File: src/common/nfpc_pkg.sv
package nfpc_pkg;
    // ------------------------------------------------------------
    // Widths and constants
    // ------------------------------------------------------------
    localparam int ADDR_W = 23;
    localparam int DATA_W = 16;
    localparam int NBLK_W = 8;
    localparam logic [1:0] SYNC_TAP = 2'h0;
    localparam int READY_DELAY_NS = 200;
    localparam int CLK_PERIOD_NS = 10;
    localparam int READY_CYCLES = (READY_DELAY_NS + CLK_PERIOD_NS - 1) / CLK_PERIOD_NS;
    localparam logic [7:0] READY_CNT = 8'(READY_CYCLES);
    localparam logic [3:0] CFG_RESET = 4'h0;
    localparam int CFG_EDGE_BIT = 0;
    localparam int CFG_WAIT_POL_BIT = 1;
    localparam int CFG_WAIT_EARLY_BIT = 2;
    localparam int CFG_WAIT_ROLE_BIT = 3;
    localparam logic [1:0] BUF_DEPTH = 2'h2;

    typedef enum logic [1:0]
    {
        NFPC_RESET = 2'b00,
        NFPC_READY = 2'b01,
        NFPC_ARMED = 2'b11,
        NFPC_RUN   = 2'b10
    } nfpc_state_type;

    typedef struct packed
    {
        logic              write;
        logic [ADDR_W-1:0] addr;
        logic [DATA_W-1:0] data;
    } nfpc_cmd_type;
endpackage

File: src/core/nfpc_top.sv
`timescale 1ns/100ps
module nfpc_top
(
    input  wire logic                           clk_sys,          // System clock
    input  wire logic                           rst,              // Synchronous reset
    input  wire logic [nfpc_pkg::ADDR_W-1:0]    address_inputs,   // Address pins
    input  wire logic [nfpc_pkg::DATA_W-1:0]    data_lines_i,     // Data pins in
    output logic      [nfpc_pkg::DATA_W-1:0]    data_lines_o,     // Data pins out
    output logic                                data_lines_oe,    // Data drive enable
    input  wire logic                           chip_sel_n,       // Chip select
    input  wire logic                           out_en_n,         // Output enable
    input  wire logic                           write_en_n,       // Write strobe
    input  wire logic                           hardware_reset_n, // Reset pin
    input  wire logic                           write_prot_n,     // Write protect
    input  wire logic                           cfg_clk,          // Burst clock pin
    input  wire logic                           latch_en_n,       // Latch enable
    input  wire logic                           ready_i,          // Ready/wait pin in
    output logic                                ready_o,          // Ready/wait pin out
    output logic                                ready_oe,         // Ready/wait drive enable
    input  wire logic                           prog_volt_ok,     // Above lockout level
    input  wire logic                           async_mode,       // Asynchronous read mode
    input  wire logic [3:0]                     cfg_value,        // Configuration to load
    input  wire logic                           cfg_load,         // Load configuration
    input  wire logic [nfpc_pkg::NBLK_W-1:0]    lock_target,      // Block to change
    input  wire logic                           lock_set,         // Lock request
    input  wire logic                           lock_clear,       // Unlock request
    input  wire logic                           lockdown_set,     // Lock-down request
    output logic [(1<<nfpc_pkg::NBLK_W)-1:0]    block_locked,     // Lock state per block
    output logic                                cmd_valid,        // Command out valid
    input  wire logic                           cmd_ready,        // Command sink ready
    output nfpc_pkg::nfpc_cmd_type              cmd_word,         // Captured command
    output logic                                prog_start,       // Program/erase started
    output logic                                prog_allowed,     // Voltage sample at start
    output logic [nfpc_pkg::ADDR_W-1:0]         array_addr,       // Latched array address
    input  wire logic [nfpc_pkg::DATA_W-1:0]    array_data,       // Array word for address
    input  wire logic                           array_data_ok,    // Array word valid
    output logic                                standby           // Standby indication
);
    // ------------------------------------------------------------
    // Pin synchronisers
    // ------------------------------------------------------------
    localparam int NS = 8;
    logic [NS-1:0] raw_w, s1_q, s2_q, s3_q;
    logic [nfpc_pkg::ADDR_W-1:0] a1_q, a2_q;
    logic [nfpc_pkg::DATA_W-1:0] d1_q, d2_q;
    assign raw_w = {prog_volt_ok, ready_i, latch_en_n, cfg_clk, write_prot_n,
                    hardware_reset_n, write_en_n, chip_sel_n};
    always_ff @(posedge clk_sys)
    begin
        s1_q <= raw_w;
        s2_q <= s1_q;
        s3_q <= s2_q;
        a1_q <= address_inputs;
        a2_q <= a1_q;
        d1_q <= data_lines_i;
        d2_q <= d1_q;
    end

    wire cs_n  = s2_q[0];
    wire we_n  = s2_q[1];
    wire rp_n  = s2_q[2];
    wire wp_n  = s2_q[3];
    wire lat_n = s2_q[5];
    wire rdy   = s2_q[6];
    wire vpp   = s2_q[7];
    wire oe_n_sync;
    logic oe1_q, oe2_q;
    always_ff @(posedge clk_sys)
    begin
        oe1_q <= out_en_n;
        oe2_q <= oe1_q;
    end
    assign oe_n_sync = oe2_q;

    wire k_rise   = s2_q[4] & ~s3_q[4];
    wire k_fall   = ~s2_q[4] & s3_q[4];
    wire cs_rise  = s2_q[0] & ~s3_q[0];
    wire we_rise  = s2_q[1] & ~s3_q[1];
    wire lat_rise = s2_q[5] & ~s3_q[5];
    wire in_reset = rst | ~rp_n;
    wire active   = ~cs_n & rp_n;

    // ------------------------------------------------------------
    // Configuration and state
    // ------------------------------------------------------------
    logic [3:0] cfg_q;
    nfpc_pkg::nfpc_state_type state_q, state_d;
    logic [7:0] cnt_q;
    always_ff @(posedge clk_sys)
    begin
        if (in_reset)
            cfg_q <= nfpc_pkg::CFG_RESET;
        else if (cfg_load)
            cfg_q <= cfg_value;
    end

    wire wait_role = cfg_q[nfpc_pkg::CFG_WAIT_ROLE_BIT];
    wire edge_sel  = cfg_q[nfpc_pkg::CFG_EDGE_BIT];
    wire k_edge    = edge_sel ? k_fall : k_rise;

    always_comb
    begin
        state_d = state_q;
        unique case (state_q)
            nfpc_pkg::NFPC_RESET: if (cnt_q == nfpc_pkg::READY_CNT) state_d = nfpc_pkg::NFPC_READY;
            nfpc_pkg::NFPC_READY: if (rdy) state_d = nfpc_pkg::NFPC_ARMED;
            nfpc_pkg::NFPC_ARMED: if (k_rise) state_d = nfpc_pkg::NFPC_RUN;
            nfpc_pkg::NFPC_RUN:   if (!wait_role && !rdy) state_d = nfpc_pkg::NFPC_READY;
        endcase
    end
    always_ff @(posedge clk_sys)
    begin
        if (in_reset)
        begin
            state_q <= nfpc_pkg::NFPC_RESET;
            cnt_q   <= 8'h00;
        end
        else
        begin
            state_q <= state_d;
            cnt_q   <= (cnt_q == nfpc_pkg::READY_CNT) ? cnt_q : cnt_q + 8'h01;
        end
    end
    wire ready_ok = (state_q == nfpc_pkg::NFPC_ARMED) | (state_q == nfpc_pkg::NFPC_RUN);

    // ------------------------------------------------------------
    // Address latch
    // ------------------------------------------------------------
    logic [nfpc_pkg::ADDR_W-1:0] addr_q;
    wire first_latch = (state_q == nfpc_pkg::NFPC_ARMED) & k_rise;
    wire async_take  = async_mode ? (~lat_n | lat_rise) : 1'b0;
    wire write_flow  = ~lat_n & ~we_n;
    wire sync_take   = ~async_mode & ~lat_n & k_edge & we_n;
    wire lat_take    = first_latch | async_take | write_flow | sync_take;
    wire burst_step = (state_q == nfpc_pkg::NFPC_RUN) & ~async_mode & lat_n & k_rise & ~lat_take;
    // Burst walks the latched address one word per clock rise
    always_ff @(posedge clk_sys)
    begin
        if (in_reset)
            addr_q <= '0;
        else if (lat_take)
            addr_q <= a2_q;
        else if (burst_step)
            addr_q <= addr_q + 23'h000001;
    end

    // ------------------------------------------------------------
    // Write capture
    // ------------------------------------------------------------
    logic wr_arm_q;
    wire wr_edge = wr_arm_q & (cs_rise | we_rise);
    always_ff @(posedge clk_sys)
    begin
        if (in_reset)
            wr_arm_q <= 1'b0;
        else if (wr_edge)
            wr_arm_q <= 1'b0;
        else if (~cs_n & ~we_n)
            wr_arm_q <= 1'b1;
    end
    nfpc_pkg::nfpc_cmd_type wr_cmd;
    assign wr_cmd = '{write: 1'b1, addr: lat_n ? addr_q : a2_q, data: d2_q};

    // ------------------------------------------------------------
    // Two-entry command buffer
    // ------------------------------------------------------------
    nfpc_pkg::nfpc_cmd_type buf_q [2];
    logic [1:0] cnt_b_q;
    logic rd_q, wr_p_q;
    // Output stage counts towards the two held words
    wire [1:0] held = cnt_b_q + {1'b0, cmd_valid};
    wire buf_full = held == nfpc_pkg::BUF_DEPTH;
    wire push = wr_edge & ready_ok & ~buf_full;
    wire pop  = (cnt_b_q != 2'h0) & (~cmd_valid | cmd_ready);
    always_ff @(posedge clk_sys)
    begin
        if (in_reset)
        begin
            cnt_b_q <= 2'h0;
            rd_q    <= 1'b0;
            wr_p_q  <= 1'b0;
        end
        else
        begin
            if (push)
            begin
                buf_q[wr_p_q] <= wr_cmd;
                wr_p_q        <= ~wr_p_q;
            end
            if (pop)
                rd_q <= ~rd_q;
            cnt_b_q <= cnt_b_q + {1'b0, push} - {1'b0, pop};
        end
    end
    // Word stands until the sink takes it
    always_ff @(posedge clk_sys)
    begin
        if (in_reset)
        begin
            cmd_valid <= 1'b0;
            cmd_word  <= '0;
        end
        else if (pop)
        begin
            cmd_valid <= 1'b1;
            cmd_word  <= buf_q[rd_q];
        end
        else if (cmd_ready)
        begin
            cmd_valid <= 1'b0;
        end
    end

    // ------------------------------------------------------------
    // Lock state and program voltage
    // ------------------------------------------------------------
    logic [(1<<nfpc_pkg::NBLK_W)-1:0] down_q;
    wire frozen = ~wp_n & down_q[lock_target];
    always_ff @(posedge clk_sys)
    begin
        if (in_reset)
        begin
            block_locked <= '1;
            down_q       <= '0;
        end
        else if (ready_ok && !frozen)
        begin
            if (lock_set)
                block_locked[lock_target] <= 1'b1;
            else if (lock_clear)
                block_locked[lock_target] <= 1'b0;
            if (lockdown_set)
                down_q[lock_target] <= 1'b1;
        end
    end
    always_ff @(posedge clk_sys)
    begin
        prog_start <= ~in_reset & push;
        if (in_reset)
            prog_allowed <= 1'b0;
        else if (push)
            prog_allowed <= vpp;
    end

    // ------------------------------------------------------------
    // Read path and ready/wait pin
    // ------------------------------------------------------------
    wire read_on  = active & ~oe_n_sync & we_n & ready_ok;
    wire wait_now = ~array_data_ok;
    logic wait_early_q;
    // Normal timing lags the early one by a cycle
    wire wait_lvl = cfg_q[nfpc_pkg::CFG_WAIT_EARLY_BIT] ? wait_now : wait_early_q;
    wire wait_pin = wait_lvl ^ ~cfg_q[nfpc_pkg::CFG_WAIT_POL_BIT];
    wire rdy_drive = wait_role ? (active & ~oe_n_sync)
                     : (state_q == nfpc_pkg::NFPC_RESET);
    always_ff @(posedge clk_sys)
    begin
        if (in_reset)
        begin
            wait_early_q  <= 1'b0;
            array_addr    <= '0;
            data_lines_o  <= '0;
            data_lines_oe <= 1'b0;
        end
        else
        begin
            wait_early_q  <= wait_now;
            array_addr    <= addr_q;
            data_lines_o  <= array_data;
            data_lines_oe <= read_on & (async_mode | array_data_ok);
        end
    end

    // ------------------------------------------------------------
    // Ready/wait drive and standby
    // ------------------------------------------------------------
    always_ff @(posedge clk_sys)
    begin
        standby <= in_reset | cs_n;
        if (in_reset)
        begin
            ready_oe <= 1'b0;
            ready_o  <= 1'b0;
        end
        else
        begin
            ready_oe <= rdy_drive;
            ready_o  <= wait_role & wait_pin;
        end
    end
endmodule // nfpc_top

File: config.mk
export PLATFORM = sky130hd
export DESIGN_NAME = nfpc_top
export DESIGN_NICKNAME = d
export VERILOG_FILES = /design/src/common/nfpc_pkg.sv /design/src/core/nfpc_top.sv
export SDC_FILE = /design/constraint.sdc
export NUM_CORES = 1
export LEC_CHECK = 0
export BUFFER_PORTS_ARGS = -buffer_cell sky130_fd_sc_hd__buf_2
export CELL_PAD_IN_SITES_DETAIL_PLACEMENT = 1
export CELL_PAD_IN_SITES_GLOBAL_PLACEMENT = 2
export CORE_MARGIN = 8
export CORE_UTILIZATION = 41
export CTS_BUF_LIST = sky130_fd_sc_hd__clkbuf_4
export CTS_CLUSTER_DIAMETER = 30
export DETAILED_ROUTE_END_ITERATION = 16
export GPL_TIMING_DRIVEN = 0
export HOLD_SLACK_MARGIN = 0.15
export PLACE_DENSITY = 0.88
export SLEW_MARGIN = 20
export SYNTH_ARGS = -nofsm -noshare
export SYNTH_HDL_FRONTEND = slang
export SYNTH_SLANG_ARGS = --single-unit
export TNS_END_PERCENT = 10
File: constraint.sdc
create_clock -name clk_sys -period 11.2 [get_ports clk_sys]
set_clock_uncertainty 0.15 [all_clocks]
set_input_delay 2.24 -clock clk_sys [delete_from_list [all_inputs] [get_ports clk_sys]]
set_output_delay 2.24 -clock clk_sys [all_outputs]
set_load 0.02 [all_outputs]
==> qor.csv <==
metric;value;unit
post-CTS setup buffers;0;
Die Span X;293.6;um
Syn Area/Cell;10.03;sq um
Async SR Flop Fraction;0;%
Synthesized Nets;3241;
Post-Syn Area;31590;sq um
Pwr per Cell Area;159.2;nW/um^2
worst skew pair latency;1.09;ns
Detail Placement HPWL;89850;um
Comb power frac;4.7;%
ANT nets after route;0;
RSZ-0062 raised after global routing;no;
placer's final routability congestion estimate;0.8911;
Via-to-Cell Ratio;5.729;
Resized Gates After CTS;0;
Routed WL;125200;um
Hold Path Depth;0;
Crit Path Class;in2reg;
endpoints failing setup;0;
Reg2Reg Depth;6;
1st-pass router iterations;5;
antenna violations before repair;5;
VDD IR max;0.1399;mV
Least-Margin Pin Slew;1.162;ns
design area;37990;sq um
CTS H-Tree Depth;4;
final period utilization;46.71;%
DR vias;28670;
worst-case clock buffer depth;3;
Tmin final;5.231;ns
initial cell density of the core;41.53;%
cells after synthesis;3150;
row cnt;101;
Seq/Total Area, Yosys;54.37;%
area grow syn2layout;20.27;%
core area;76080;sq um
Port Buffers;419;
max cap viols;0;
clock share of power;45.6;%
Worst Hold Class;reg2reg;
Yosys Warn Count;0;
post-synth cell types;60;
sw power;1587;uW
DR WL/cell;25.02;um
number of enable flip-flop cells after synthesis;78;
clock slew at reported path FFs;0.07;ns
Hold-fix buffers, CTS;0;
Flop pwr share;49.6;%
GRT Util Overall;27.88;%
first-pass GRT wire length;185800;um
grt ovf;0;
# DRC;0;
DRT iter0 DRCs;1747;
fin nets;3886;
most common cell after layout, fill and taps aside;dfxtp_1;
Max Fclk;191.2;MHz
ys flop type;dfxtp_1;
CTS sink cnt;819;
cts bufs inserted;218;
#FFs+latches synth;819;
TritonCTS clock tree;built;
worst path required time;11.93;ns
Static Leakage;0.01393;uW
Slew Limit Fails;0;
post-placement cell area;35050;sq um
Fin. Hold Viols;0;
total design power;6048;uW
CP max FO;10;
CP Capture Type;register;
status;finished, final reports clean;
die footprint;86190;sq um
largest net degree at the start of global routing;27;
vias in the first global route;29440;
Die Ht;293.6;um
Slew HR;21.97;%
I/O Pins;427;
Int Pwr;4462;uW
crit path DAT;5.96;ns
crit start category;input pin;
Switching Share;26.23;%
layout cells sized above 1;22.95;%
root buffer cell;clkbuf_4;
Fin Setup TNS;0;ns
commonest non-fill, non-tap cells in the layout;dfxtp_1, buf_2, nand2_1, clkbuf_4;
power groups by stage:
stage	Clock (uW)	Sequential (uW)	Combinational, uW
final	2760	3000	286
after global placement	0	3070	276
after floorplan	0	3070	158
after CTS	2820	3000	281
after detailed placement	0	3070	279
after global routing	2980	3000	300
synth_stat cells, drive strengths merged, types with 25 or more instances:
library cell	n	area (sq um)
nand4	69	431.7
inv	36	135.1
nor2	198	748.2
clkbuf	214	813.3
buf	112	645.6
and3	33	211.5
dfxtp	741	14830
a211o	28	245.2
a31oi	58	362.9
a22oi	41	307.8
and2	59	369.1
mux2	25	281.5
nand3	73	365.4
edfxtp	78	2342
a22o	129	1130
a21oi	48	240.2
a221o	48	480.5
o31ai	65	501.7
mux2i	134	1341
o211ai	100	750.7
o21ai	207	1040
nor4	54	344.1
a211oi	58	435.4
nand2	336	1261
o41ai	50	437.9
stage by stage:
stage	util, %	setup WS (ns)	hold WS [ns]	cells
2_1_floorplan	-	4.865	0.1596	3150
3_3_place_gp	45.98	1.809	0.1602	4599
3_5_place_dp	46.07	5.029	0.1635	4605
4_1_cts	49.91	6.169	0.1763	4999
5_1_grt	49.93	5.894	0.1794	5001
6_report	49.94	5.969	0.1733	5005
per-layer routing:
layer,part of all wire [%],GRT usage [%],up-vias
li1,-,-,13020
met1,42,34.83,14200
met3,8.0,7.074,280
met4,4.1,12.65,0
met5,0,0,-
met2,46,45.19,1175
worst max-delay path: stages:
cell and delay [ns]:
buf_2 0.12, clkbuf_1 0.55, nand2_1 0.52, a21oi_1 0.26, nand3_1 0.19, o21ai_0 0.12
o21ai_0 0.11, and3_4 0.22, o31a_4 0.33, buf_6 0.17, nand3_1 0.45, buf_1 0.47
o211ai_1 0.20
cell type report:
class / count / area [sq um]
fillers: 8930 / 38080
flip-flops and latches: 819 / 17180
multi-input cells: 1969 / 12840
clock buffers: 317 / 2380
repair buffers: 425 / 2155
plain buffers: 326 / 1460
well taps: 1030 / 1289
clock inverters: 77 / 544.3
inverters: 36 / 135.1
diodes: 6 / 15.01
path summary, 6_finish.rpt:
check                       from  slack [ns]            to
setup / recovery  lock_target[3]        5.97      register
hold reg to reg          a1_q[8]        0.17       a2_q[8]
setup reg to reg         s2_q[2]        7.23  buf_q[1][10]
hold / removal           a1_q[8]        0.17       a2_q[8]
logic make-up after synthesis:
kind of cell / after synthesis / share of synthesized area (%)
flip-flops: 819 / 54.37
XOR/XNOR: 29 / 0.8040
AO/OA/AOI/OAI: 863 / 19.68
AND/OR/NAND/NOR: 890 / 13.16
adder cells (fa/ha/maj): 6 / 0.2376
buffers and inverters: 362 / 5.046
multiplexers: 181 / 6.705
No activity file was read; power rests on OpenSTA's default activity.
